`src/rtl/stc_map.svh`:
```
`ifndef STC_MAP_SVH
`define STC_MAP_SVH
// register byte offsets on the wishbone bus
`define STC_OFS_CTRL1   4'h0
`define STC_OFS_STATUS  4'h4
`define STC_OFS_DATA    4'h8
`define STC_OFS_DIV     4'hc
// second control register sits in a spare slot of the 4-bit address space
`define STC_OFS_CTRL2   4'h1
// first control register fields
`define STC_C1_LSB_FIRST_SELECT    0
`define STC_C1_SELECT_OUTPUT_ENABLE     1
`define STC_C1_CPHA     2
`define STC_C1_CPOL     3
`define STC_C1_MASTER_SELECT     4
`define STC_C1_TXIE     5
`define STC_C1_EN       6
`define STC_C1_RXIE     7
// second control register field
`define STC_C2_FAULT_ENABLE   4
// status register fields
`define STC_ST_RXFULL   7
`define STC_ST_TXEMPTY  5
`define STC_ST_MODE_FAULT_FLAG     4
// reset values
`define STC_CTRL1_RST   8'h04
`define STC_CTRL2_RST   8'h00
`define STC_DIV_RST     8'h04
// bits per transfer and serial half periods per byte
`define STC_BITS        4'h8
`define STC_HALVES      5'h10
`endif

```
`src/rtl/stc_pkg.sv`:
```
package stc_pkg;
    // wishbone request from the master
    typedef struct packed {
        logic       cyc;
        logic       stb;
        logic       we;
        logic [3:0] adr;
        logic [3:0] sel;
        logic [7:0] dat;
    } stc_wb_req_type;
    // serial pin bundle, each with output enable
    typedef struct packed {
        logic sck;
        logic sckOe;
        logic mosi;
        logic mosiOe;
        logic miso;
        logic misoOe;
        logic ssN;
        logic ssNOe;
    } stc_pins_out_type;
    // engine states
    typedef enum logic [1:0] {
        STC_IDLE  = 2'b00,
        STC_LEAD  = 2'b01,
        STC_SHIFT = 2'b10,
        STC_TAIL  = 2'b11
    } stc_state_type;
endpackage

```
`src/rtl/stc_sync.sv`:
```
`timescale 1ns/1ns
`default_nettype none
// two flip-flop synchroniser for pin levels
module stc_sync #(
    parameter int WIDTH = 1
) (
    input  wire logic             mclk,
    input  wire logic             rst_n,
    input  wire logic [WIDTH-1:0] asyncIn,
    input  wire logic [WIDTH-1:0] resetVal,
    output var  logic [WIDTH-1:0] syncOut
);
    logic [WIDTH-1:0] meta_reg;
    logic [WIDTH-1:0] hold_reg;

    initial
    begin
        if (WIDTH < 1) $error("stc_sync width");
    end

    // first stage is read only by the second
    always_ff @(posedge mclk or negedge rst_n)
    begin
        if (!rst_n)
        begin
            meta_reg <= '0;
            hold_reg <= '0;
        end
        else
        begin
            meta_reg <= asyncIn ^ resetVal;
            hold_reg <= meta_reg;
        end
    end

    // stored relative to the idle level, so reset shows the idle level
    assign syncOut = hold_reg ^ resetVal;
endmodule
`default_nettype wire

```
`src/rtl/stc_div.sv`:
```
`timescale 1ns/1ns
`default_nettype none
// half period tick generator for master serial clock
module stc_div #(
    parameter int DW = 8
) (
    input  wire logic          mclk,
    input  wire logic          rst_n,
    input  wire logic          run,
    input  wire logic [DW-1:0] halfCount,
    output var  logic          tick
);
    logic [DW-1:0] cnt_reg;

    initial
    begin
        if (DW < 2) $error("stc_div width");
    end

    // counts mclk cycles, tick once per half serial period
    always_ff @(posedge mclk or negedge rst_n)
    begin
        if (!rst_n)
        begin
            cnt_reg <= '0;
            tick    <= 1'b0;
        end
        else if (!run || cnt_reg >= halfCount)
        begin
            cnt_reg <= '0;
            tick    <= run;
        end
        else
        begin
            cnt_reg <= cnt_reg + 1'b1;
            tick    <= 1'b0;
        end
    end
endmodule
`default_nettype wire

```
`src/rtl/stc_spi_core.sv`:
```
`include "stc_map.svh"
`timescale 1ns/1ns
`default_nettype none
module stc_spi_core
    import stc_pkg::*;
(
    input  wire logic                      mclk,
    input  wire logic                      rst_n,
    input  wire stc_pkg::stc_wb_req_type   wbReq,
    output var  logic [31:0]               wbDatO,
    output logic                           wbAck,
    input  wire logic                      sckIn,
    input  wire logic                      mosiIn,
    input  wire logic                      misoIn,
    input  wire logic                      ssNIn,
    output var  stc_pkg::stc_pins_out_type pins,
    output logic                           irq
);
    import stc_pkg::*;

    logic [7:0]    ctrl1_reg;
    logic [7:0]    ctrl2_reg;
    logic [7:0]    div_reg;
    logic [7:0]    txBuf_reg;
    logic [7:0]    rxBuf_reg;
    logic [7:0]    shift_reg;
    logic          txEmpty_reg;
    logic          txFull_reg;
    logic          rxFull_reg;
    logic          mode_fault_flag_reg;
    logic          seenTx_reg;
    logic          seenRx_reg;
    logic          seenModf_reg;
    logic          ack_reg;
    stc_state_type state_reg;
    logic [4:0]    half_reg;
    logic          sck_reg;
    logic          ssOut_reg;
    logic          sampled_reg;
    logic [3:0]    sync;
    logic          sckS;
    logic          mosiS;
    logic          misoS;
    logic          ssNS;
    logic          sckPrev_reg;
    logic          ssPrev_reg;
    logic          tick;
    logic          busy;
    logic          access;
    logic          wrStb;
    logic          rdStb;
    logic          isMaster;
    logic          cpha;
    logic          cpol;
    logic          lsbFirst;
    logic          enabled;
    logic          ssOutMode;
    logic          faultIn;
    logic          doneNow;
    logic          startNow;
    logic          slaveLead;
    logic          slaveTrail;
    logic          slaveStart;
    logic          outBit;
    logic          inBit;
    logic          sampleEv;
    logic          shiftEv;
    logic [7:0]    sideIn;
    logic          inNow;

    assign isMaster  = ctrl1_reg[`STC_C1_MASTER_SELECT];
    assign cpha      = ctrl1_reg[`STC_C1_CPHA];
    assign cpol      = ctrl1_reg[`STC_C1_CPOL];
    assign lsbFirst  = ctrl1_reg[`STC_C1_LSB_FIRST_SELECT];
    assign enabled   = ctrl1_reg[`STC_C1_EN];
    assign ssOutMode = ctrl2_reg[`STC_C2_FAULT_ENABLE] & ctrl1_reg[`STC_C1_SELECT_OUTPUT_ENABLE];
    assign busy      = (state_reg != STC_IDLE);

    // pin inputs through two flops
    stc_sync #(.WIDTH(4)) uSync (
        .mclk     (mclk),
        .rst_n    (rst_n),
        .asyncIn  ({sckIn, mosiIn, misoIn, ssNIn}),
        .resetVal (4'h1),
        .syncOut  (sync)
    );
    assign {sckS, mosiS, misoS, ssNS} = sync;

    // master half period ticks
    stc_div #(.DW(8)) uDiv (
        .mclk      (mclk),
        .rst_n     (rst_n),
        .run       (busy & isMaster),
        .halfCount (div_reg),
        .tick      (tick)
    );

    // wishbone classic decode, one wait state
    assign access = wbReq.cyc & wbReq.stb & ~ack_reg;
    assign wrStb  = access & wbReq.we & wbReq.sel[0];
    assign rdStb  = access & ~wbReq.we;
    assign wbAck  = ack_reg;

    always_ff @(posedge mclk or negedge rst_n)
    begin
        if (!rst_n)
            ack_reg <= 1'b0;
        else
            ack_reg <= access;
    end

    // read data mux, unmapped reads zero
    always_ff @(posedge mclk or negedge rst_n)
    begin
        if (!rst_n)
            wbDatO <= '0;
        else if (rdStb)
        begin
            unique case (wbReq.adr)
                `STC_OFS_CTRL1:  wbDatO <= {24'h0, ctrl1_reg};
                `STC_OFS_STATUS: wbDatO <= {24'h0, rxFull_reg, 1'b0, txEmpty_reg,
                                            mode_fault_flag_reg, 4'h0};
                `STC_OFS_DATA:   wbDatO <= {24'h0, rxBuf_reg};
                `STC_OFS_DIV:    wbDatO <= {24'h0, div_reg};
                default:         wbDatO <= '0;
            endcase
        end
    end

    // fault input only in its qualified mode
    assign faultIn = isMaster & ctrl2_reg[`STC_C2_FAULT_ENABLE]
                   & ~ctrl1_reg[`STC_C1_SELECT_OUTPUT_ENABLE] & ~ssNS;

    // control registers; fault drops master bit
    always_ff @(posedge mclk or negedge rst_n)
    begin
        if (!rst_n)
        begin
            ctrl1_reg <= `STC_CTRL1_RST;
            ctrl2_reg <= `STC_CTRL2_RST;
            div_reg   <= `STC_DIV_RST;
        end
        else
        begin
            if (wrStb && wbReq.adr == `STC_OFS_CTRL1)
                ctrl1_reg <= wbReq.dat;
            if (wrStb && wbReq.adr == `STC_OFS_DIV)
                ctrl1_reg <= ctrl1_reg;
            if (wrStb && wbReq.adr == `STC_OFS_DIV)
                div_reg <= wbReq.dat;
            if (wrStb && wbReq.adr == `STC_OFS_CTRL2)
                ctrl2_reg <= wbReq.dat;
            if (faultIn)
                ctrl1_reg[`STC_C1_MASTER_SELECT] <= 1'b0;
        end
    end

    // mode fault flag: set wins over clear
    always_ff @(posedge mclk or negedge rst_n)
    begin
        if (!rst_n)
        begin
            mode_fault_flag_reg     <= 1'b0;
            seenModf_reg <= 1'b0;
        end
        else if (faultIn)
        begin
            mode_fault_flag_reg     <= 1'b1;
            seenModf_reg <= 1'b0;
        end
        else if (rdStb && wbReq.adr == `STC_OFS_STATUS && mode_fault_flag_reg)
            seenModf_reg <= 1'b1;
        else if (wrStb && wbReq.adr == `STC_OFS_CTRL1 && seenModf_reg)
        begin
            mode_fault_flag_reg     <= 1'b0;
            seenModf_reg <= 1'b0;
        end
    end

    // slave select edges and clock edges seen by the slave
    always_ff @(posedge mclk or negedge rst_n)
    begin
        if (!rst_n)
        begin
            sckPrev_reg <= 1'b0;
            ssPrev_reg  <= 1'b1;
        end
        else
        begin
            sckPrev_reg <= sckS;
            ssPrev_reg  <= ssNS;
        end
    end
    assign slaveLead  = (sckS ^ sckPrev_reg) & ((sckS ^ cpol) ^ cpha);
    assign slaveTrail = (sckS ^ sckPrev_reg) & ~((sckS ^ cpol) ^ cpha);
    assign slaveStart = ~isMaster & enabled & ~ssNS & (ssPrev_reg | ~busy);

    // with cpha 0 sample on the leading clock edge and shift on the trailing one; with cpha 1 shift on the leading edge, sample on the trailing
    assign sampleEv = isMaster ? (tick & (half_reg[0] == cpha) & (state_reg == STC_SHIFT))
                               : (slaveLead & ~ssNS & busy);
    assign shiftEv  = isMaster ? (tick & (half_reg[0] != cpha) & (state_reg == STC_SHIFT))
                               : (slaveTrail & ~ssNS & busy);
    assign inBit    = isMaster ? misoS : mosiS;
    assign outBit   = lsbFirst ? shift_reg[0] : shift_reg[7];
    // last bit of a phase one byte is taken straight from the pin
    assign inNow    = sampleEv ? inBit : sampled_reg;
    assign sideIn   = lsbFirst ? {inNow, shift_reg[7:1]}
                               : {shift_reg[6:0], inNow};
    assign doneNow  = (sampleEv | shiftEv) & (half_reg == `STC_HALVES - 5'h1);
    assign startNow = ~busy & txFull_reg & isMaster & enabled;

    // transfer sequencer
    always_ff @(posedge mclk or negedge rst_n)
    begin
        if (!rst_n)
        begin
            state_reg   <= STC_IDLE;
            half_reg    <= '0;
            shift_reg   <= '0;
            sampled_reg <= 1'b0;
            sck_reg     <= 1'b0;
            ssOut_reg   <= 1'b1;
        end
        else if (faultIn || !enabled || (!isMaster && busy && ssNS && !ssPrev_reg
                 && !cpha))
        begin
            state_reg <= STC_IDLE;
            half_reg  <= '0;
            sck_reg   <= 1'b0;
            ssOut_reg <= 1'b1;
        end
        else
        begin
            if (startNow || (slaveStart && !busy))
            begin
                shift_reg <= startNow ? txBuf_reg : (txFull_reg ? txBuf_reg : shift_reg);
                half_reg  <= '0;
                ssOut_reg <= 1'b0;
                state_reg <= (startNow && cpha) ? STC_LEAD : STC_SHIFT;
            end
            else if (isMaster && tick)
            begin
                unique case (state_reg)
                    STC_LEAD:  state_reg <= STC_SHIFT;
                    STC_SHIFT:
                    begin
                        sck_reg  <= ~sck_reg;
                        half_reg <= half_reg + 5'h1;
                        if (doneNow)
                            state_reg <= cpha ? STC_IDLE : STC_TAIL;
                        if (cpha && doneNow)
                            ssOut_reg <= 1'b1;
                    end
                    STC_TAIL:
                    begin
                        state_reg <= STC_IDLE;
                        ssOut_reg <= 1'b1;
                    end
                    STC_IDLE:  state_reg <= STC_IDLE;
                endcase
            end
            else if (!isMaster && (sampleEv || shiftEv))
            begin
                half_reg <= half_reg + 5'h1;
                if (doneNow)
                    state_reg <= cpha ? STC_LEAD : STC_IDLE;
            end
            else if (!isMaster && state_reg == STC_LEAD)
                state_reg <= STC_SHIFT;
            if (sampleEv)
                sampled_reg <= inBit;
            if (shiftEv && !(cpha && half_reg == 5'h0))
                shift_reg <= sideIn;
        end
    end

    // transmit buffer and empty flag
    always_ff @(posedge mclk or negedge rst_n)
    begin
        if (!rst_n)
        begin
            txBuf_reg   <= '0;
            txFull_reg  <= 1'b0;
            txEmpty_reg <= 1'b1;
            seenTx_reg  <= 1'b0;
        end
        else
        begin
            if (rdStb && wbReq.adr == `STC_OFS_STATUS)
                seenTx_reg <= txEmpty_reg;
            if (wrStb && wbReq.adr == `STC_OFS_DATA && seenTx_reg && txEmpty_reg)
            begin
                txBuf_reg   <= wbReq.dat;
                txFull_reg  <= 1'b1;
                txEmpty_reg <= 1'b0;
                seenTx_reg  <= 1'b0;
            end
            else if (startNow || (slaveStart && !busy && txFull_reg))
            begin
                txFull_reg  <= 1'b0;
                txEmpty_reg <= 1'b1;
            end
        end
    end

    // receive buffer: overrun drops new byte silently
    always_ff @(posedge mclk or negedge rst_n)
    begin
        if (!rst_n)
        begin
            rxBuf_reg  <= '0;
            rxFull_reg <= 1'b0;
            seenRx_reg <= 1'b0;
        end
        else if (doneNow && !rxFull_reg)
        begin
            rxBuf_reg  <= sideIn;
            rxFull_reg <= 1'b1;
        end
        else if (rdStb && wbReq.adr == `STC_OFS_STATUS)
            seenRx_reg <= rxFull_reg;
        else if (rdStb && wbReq.adr == `STC_OFS_DATA && seenRx_reg && rxFull_reg)
        begin
            rxFull_reg <= 1'b0;
            seenRx_reg <= 1'b0;
        end
        // full buffer keeps old byte, no flag
    end

    // master pin drivers, disabled when not master or after fault; miso driven only as a selected slave
    always_ff @(posedge mclk or negedge rst_n)
    begin
        if (!rst_n)
            pins <= '{sck: 1'b0, sckOe: 1'b0, mosi: 1'b0, mosiOe: 1'b0,
                      miso: 1'b0, misoOe: 1'b0, ssN: 1'b1, ssNOe: 1'b0};
        else
        begin
            pins.sck    <= sck_reg ^ cpol;
            pins.sckOe  <= enabled & isMaster & ~faultIn;
            pins.mosi   <= outBit;
            pins.mosiOe <= enabled & isMaster & ~faultIn;
            pins.miso   <= outBit;
            pins.misoOe <= enabled & ~isMaster & ~ssNS;
            pins.ssN    <= ssOut_reg;
            pins.ssNOe  <= enabled & isMaster & ssOutMode;
        end
    end

    // interrupt request from masked flags
    assign irq = (ctrl1_reg[`STC_C1_RXIE] & (rxFull_reg | mode_fault_flag_reg))
               | (ctrl1_reg[`STC_C1_TXIE] & txEmpty_reg);
endmodule
`default_nettype wire

```
`config.mk`:
```
export PLATFORM = sky130hd
export DESIGN_NAME = stc_spi_core
export DESIGN_NICKNAME = d
export VERILOG_FILES = /design/src/rtl/stc_pkg.sv /design/src/rtl/stc_sync.sv /design/src/rtl/stc_div.sv /design/src/rtl/stc_spi_core.sv
export VERILOG_INCLUDE_DIRS = /design/src /design/src/rtl
export SDC_FILE = /design/constraint.sdc
export NUM_CORES = 1
export LEC_CHECK = 0
export BUFFER_PORTS_ARGS = -buffer_cell sky130_fd_sc_hd__buf_4
export CORE_ASPECT_RATIO = 1.1
export CORE_MARGIN = 1.5
export CORE_UTILIZATION = 60
export CTS_BUF_LIST = sky130_fd_sc_hd__clkbuf_2
export CTS_CLUSTER_SIZE = 40
export DETAILED_ROUTE_END_ITERATION = 10
export PLACE_DENSITY = 0.83
export SYNTH_ARGS = -nofsm -noshare
export SYNTH_HDL_FRONTEND = slang
export SYNTH_HIERARCHICAL = 1
export SYNTH_SLANG_ARGS = --single-unit
export TNS_END_PERCENT = 1
```
`constraint.sdc`:
```
create_clock -name mclk -period 2.65 [get_ports mclk]
set_input_delay 0.1325 -clock mclk [delete_from_list [all_inputs] [get_ports mclk]]
set_output_delay 0.1325 -clock mclk [all_outputs]
set_load 0.01 [all_outputs]
```
==> Word-level counts from Yosys, hierarchy flattened <==
Cells that the tools add are included.
{ "word_totals": {"regBits": 120, "inputBits": 25, "output_inout_bits": 42, "wordCells": 233} }
{ "classes": {"n_addsub": 2, "n_lt_le_gt_ge": 1, "eq_ne": 18, "mux": 56, "bitwise_logic": 53, "n_reduce_logical": 70} }
{ "ops": {"columns": ["cell", "n"], "rows": [
  ["$mux W8", 6],
  ["$mux W5", 7],
  ["$and A1 B1 Y1", 32],
  ["$pmux W8 S4", 1],
  ["$mux W1", 31],
  ["$logic_and A1 B1 Y1", 26],
  ["$reduce_bool A2 Y1", 10],
  ["$mux W2", 9],
  ["$not A1 Y1", 13],
  ["$reduce_and A2 Y1", 6],
  ["$reduce_and A3 Y1", 4],
  ["$ne A5 B5 Y1 const B", 2],
  ["$reduce_bool A3 Y1", 3],
  ["$add A8 B1 Y8 const B", 1],
  ["$eq A4 B4 Y1 const B", 2],
  ["$ge A8 B8 Y1", 1],
  ["$logic_not A1 Y1", 8],
  ["$reduce_bool A4 Y1", 2],
  ["$logic_or A1 B1 Y1", 6],
  ["$ne A2 B2 Y1 const B", 3],
  ["$pmux W2 S3", 1],
  ["$add A5 B1 Y5 const B", 1],
  ["$eq A5 B4 Y1 const B", 1],
  ["$logic_not A5 Y1", 1],
  ["16 further kinds", 23]
]} }

==> Longest topological paths before layout <==
{ "depth": {"ltp_word": 15, "depth_mapped": 9, "depth_no_buf": 7} }

==> Hierarchy <==
Netlist, hierarchy kept.
{ "modules_own_cells": {"columns": ["mod", "instances", "cells_each", "area_each_um2", "seq_area_each_um2"], "rows": [
  ["stc_spi_core", 1, 341, 3911.3, 1884.3],
  ["stc_div", 1, 60, 603.1, 225.2],
  ["stc_sync", 1, 16, 270.3, 200.2]
]} }

==> Worst setup path before layout <==
No wires, ideal clock.
{ "synth_path": {"kind": "register to register", "startpoint": "reg uSync.hold_reg[3]", "endpoint": "reg shift_reg[1]", "setup_ps": 128, "arrival_time_ps": 2195, "required_ps": 2522, "path_slack_ps": 328, "path_stages_with_launch": 7, "n_path_buf": 0, "synth_period_minus_slack_ps": 2322, "path_cell_list": "dfrtp_1 > xor2_1 > xor3_1 > o32a_4 > nor2_8 > mux2_1 > mux2_1"} }
{ "synth_between": {"elab_chain_len": 10, "elab_cells_between_ends": 13, "cone_classes": "mux: 2; bitwise: 7; reduce/logical: 4"} }
{ "synth_rtl": {"columns": ["element", "line", "rtl"], "rows": [
  ["from (decl)", "stc_sync.sv:14", "logic [WIDTH-1:0] hold_reg;"],
  ["from (signal assigned)", "stc_sync.sv:32", "hold_reg <= meta_reg;"],
  ["$xor A1 B1 Y1 (2 in a row)", "stc_spi_core.sv:195", "assign slaveTrail = (sckS ^ sckPrev_reg) & ~((sckS ^ cpol) ^ cpha);"],
  ["$not A1 Y1", "stc_spi_core.sv:195", null],
  ["$and A1 B1 Y1 (*)", "stc_spi_core.sv:195", null],
  ["$and A1 B1 Y1 (*) (2 in a row)", "stc_spi_core.sv:202", ": (slaveTrail & ~ssNS & busy);"],
  ["$mux W1 (*)", "stc_spi_core.sv:201", "assign shiftEv = isMaster ? (tick & (half_reg[0] != cpha) & (state_reg == STC_SHIFT))"],
  ["$logic_and A1 B1 Y1 (*)", "stc_spi_core.sv:272", "if (shiftEv && !(cpha && half_reg == 5'h0))"],
  ["$reduce_bool A3 Y1 (no source line) / $reduce_bool A2 Y1 (equally long branches)", null, null],
  ["$reduce_and A3 Y1 (no source line)", null, null],
  ["to (signal assigned)", "stc_spi_core.sv:236", "shift_reg <= startNow ? txBuf_reg : (txFull_reg ? txBuf_reg : shift_reg);"],
  ["to (signal assigned)", "stc_spi_core.sv:273", "shift_reg <= sideIn;"],
  ["to (decl)", "stc_spi_core.sv:26", "logic [7:0] shift_reg;"]
]} }
Mark *: on every way between the ends. The rest lies on a longest branch, timed or not.
A chain may end at the register's enable or synchronous reset.

==> Worst setup path after layout <==
{ "layout_path": {"startpoint": "reg uSync.hold_reg[3]", "endpoint": "reg shift_reg[2]"} }
Same word-level chain as after synthesis.

==> flow_summary.toml <==
[cts]
clkLatencyLatePin_ns = 0.53
cts_buffers = 9
cts.sinks = 92
cts.clk_slew.worst_paths_ns = 0.24
cts-root-buf = "clkbuf_2"
cts_tree = "yes"
htreeDepth = 3
clockBufferDepth = 2
ctsResizeCount = 0

[sta]
setup_tns_ns = 0
finalSetupViolCount = 0
worst_pin_slew_ns = 1.12
period_minus_slack_ns = 2.52
rsz0062_at_grt = "no"
period_share_pct = 95.2
setup_ws_ns = 0.127
skew_ns = 0.0144
fmax_mhz = 396
relSlewSlack_pct = 25.6
drv_slew = 0
hold_viol = 0

[place]
placed_cell_area_sq_um = 5140
dpl.hpwl_um = 7110
pre_cts_ws_ns = 0.138
place_congestion = 0.839
port_buffers = 39
placed_cells = 562

[setup_path]
crit_type = "reg2reg"
slowest_delay_ns = 0.50
reg2reg_depth = 6
required_ns = 3.10
path_cells = "xor2_1 -> xor3_1 -> o32a_4 -> nor2_8 -> mux2_1 -> mux2_1"
critPathMaxFanout = 9
critical-path-slowest-cell = "xor3_1"
end_kind = "register"
start_kind = "register"
cp.arrival_ns = 2.97
cp_common_cell = "mux2_1"

[floorplan]
rows = 33
start_util_pct = 63.0
die_area_sq_um = 8520
ioPinCount = 67
die_y_um = 96.7
core_area_sq_um = 7600
die_x_um = 88.1

[final_layout]
final_util_pct = 71.9
nets = 528
num_antenna_cells = 0
final_area_sq_um = 5470
stdcell_count = 597
drive_above_1_share_pct = 18.1
syn_to_final_growth_pct = 14.2

[power_and_ir_drop]
sw_frac_of_total_pct = 31.3
powerDensity_nw_per_um2 = 598
power.switching_mw = 1.02
power_frac_comb_pct = 25.1
leakage_nw = 2.68
vdd_drop_max_mv = 0.298
power.share.sequential_pct = 51.1
p_clk_share_pct = 23.8
internal_power_mw = 2.25

[yosys]
async_flop_share_pct = 100
syn_area_per_cell_sq_um = 11.5
ys.flop_type = "dfrtp_1"
ys_ff_latch = 92
yosysSeqAreaShare_pct = 48.3
netlist_area_sq_um = 4780
synth.distinct_cells = 61
synth_edf_count = 0
yosysWarnings = 6
synthCells = 417

[grt]
track_usage_pct = 24.4
grt_antenna_before_repair = 0
overflow = 0
grt_pass1_vias = 3314
grt_max_degree = 93
grt_pass1_wl_um = 16000

[drt]
wl_met3_um = 396
route.detailed.drc = 0
vias_per_cell = 5.52
vias = 3294
drt_wl_total_um = 9750
drtIter0Drc = 181
top_layer_used = "met4"
dr.pass1.iters = 4
wl_met1_um = 4210
wire_per_inst_um = 16.3
antenna_left = 0
wl_met2_um = 4860

[outcome]
status = "finished, final reports clean"

[run]
maxCapViolCount = 0

[worst_hold_path]
holdCritPathClass = "in2reg"
hold_depth = 4
layer usage:
| metal | up-vias | global-route usage [%] |
|---|---|---|
| met5 | - | 0 |
| met4 | 0 | 11.7 |
| met3 | 21 | 3.50 |
| met2 | 108 | 38.2 |
| met1 | 1623 | 33.3 |
| li1 | 1542 | - |
metrics by stage:
stage	hold WS, ns	power [mW]
final	0.0501	3.27
after floorplan	-0.163	2.24
after CTS	0.0220	3.29
after global routing	0.0419	3.45
after detailed placement	0.314	2.49
after global placement	0.309	2.45
power groups by stage:
| stage | combinational [mW] | clock [mW] | sequential (mW) |
|---|---|---|---|
| 4_1_cts | 0.821 | 0.797 | 1.67 |
| 2_1_floorplan | 0.553 | 0 | 1.68 |
| 3_3_place_gp | 0.767 | 0 | 1.68 |
| 6_report | 0.820 | 0.779 | 1.67 |
| 3_5_place_dp | 0.797 | 0 | 1.69 |
| 5_1_grt | 0.908 | 0.849 | 1.69 |
cell usage after synthesis (all sizes together), types with 3 or more instances:
master   n  area, sq um
nor4     3         25.0
nor2b    4         25.0
a21o     3         22.5
mux2i    7         70.1
xor2    15          131
a222oi   5         50.1
a21oi   17          100
and4     3         26.3
xnor2    6         52.6
nand2   20         75.1
and3     8         50.1
inv     20         75.1
clkbuf   4         15.0
nor2    37          155
ha      16          200
buf     35          241
and2     6         37.5
mux2    50          563
o21bai   3         22.5
a221o    3         30.0
dfrtp   86         2150
or3      3         18.8
nand3   13         65.1
o21ai   12         75.1
dfstp    6          158
cell families after synthesis:
| logic type | after synthesis | synth area share, % |
|---|---|---|
| simple gates | 111 | 12.5 |
| xor+xnor | 22 | 4.34 |
| mux | 59 | 14.2 |
| buf+inv | 59 | 6.93 |
| compound gates | 56 | 9.44 |
| fa+ha+maj | 16 | 4.18 |
| other cells | 2 | 0.157 |
| flops | 92 | 48.3 |
layout by cell type, fill, tap and decap left out, types with 3 or more instances in the layout:
master,count
nor2_1,36
mux2_1,46
and4_1,3
xor2_1,15
nand3_1,13
o21bai_1,3
or3_1,3
o21ai_0,5
o21ai_1,5
a21oi_1,15
a221o_1,3
ha_1,16
and2_1,6
dlygate4sd3_1,19
a222oi_1,5
dfrtp_1,86
mux2_2,4
inv_1,19
xnor2_1,6
a21o_1,3
conb_1,32
mux2i_1,7
dfstp_2,6
clkbuf_2,9
nand2_1,20
buf_4,49
nor2b_1,4
and3_1,8
critical path, delay by kind of cell (launching register included):
kind,cells,cell delay (ns)
AO/OA/AOI/OAI,1,0.44
XOR/XNOR,2,0.77
flip-flops,1,0.39
multiplexers,2,0.64
AND/OR/NAND/NOR,1,0.20
worst paths after layout:
kind | from | slack (ns) | to
worst max register to register | uSync/hold_reg[3] | 0.13 | shift_reg[2]
worst min-delay path | wbReq[15] | 0.05 | wbDatO[4]
worst min register to register | uSync/meta_reg[2] | 0.38 | uSync/hold_reg[2]
max in group asynchronous | rst_n | 1.63 | ctrl1_reg[3]
min in group asynchronous | rst_n | 0.31 | seenRx_reg
worst max-delay path | uSync/hold_reg[3] | 0.13 | shift_reg[2]
layout make-up:
class                           count  area, sq um
Sequential cell                    92         2310
Multi-Input combinational cell    296         2260
Clock buffer                        9         45.0
Tap cell                          105          131
Clock inverter                      7         90.1
Timing Repair Buffer               68          558
Inverter                           20         75.1
Fill cell                         536         2130
repair_timing:
item	in CTS	in global routing
setup endpoints to repair	0	0
hold endpoints to repair	121	0
hold buffers	19	0
buffers inserted	0	0
No activity file was read; power rests on OpenSTA's default activity.
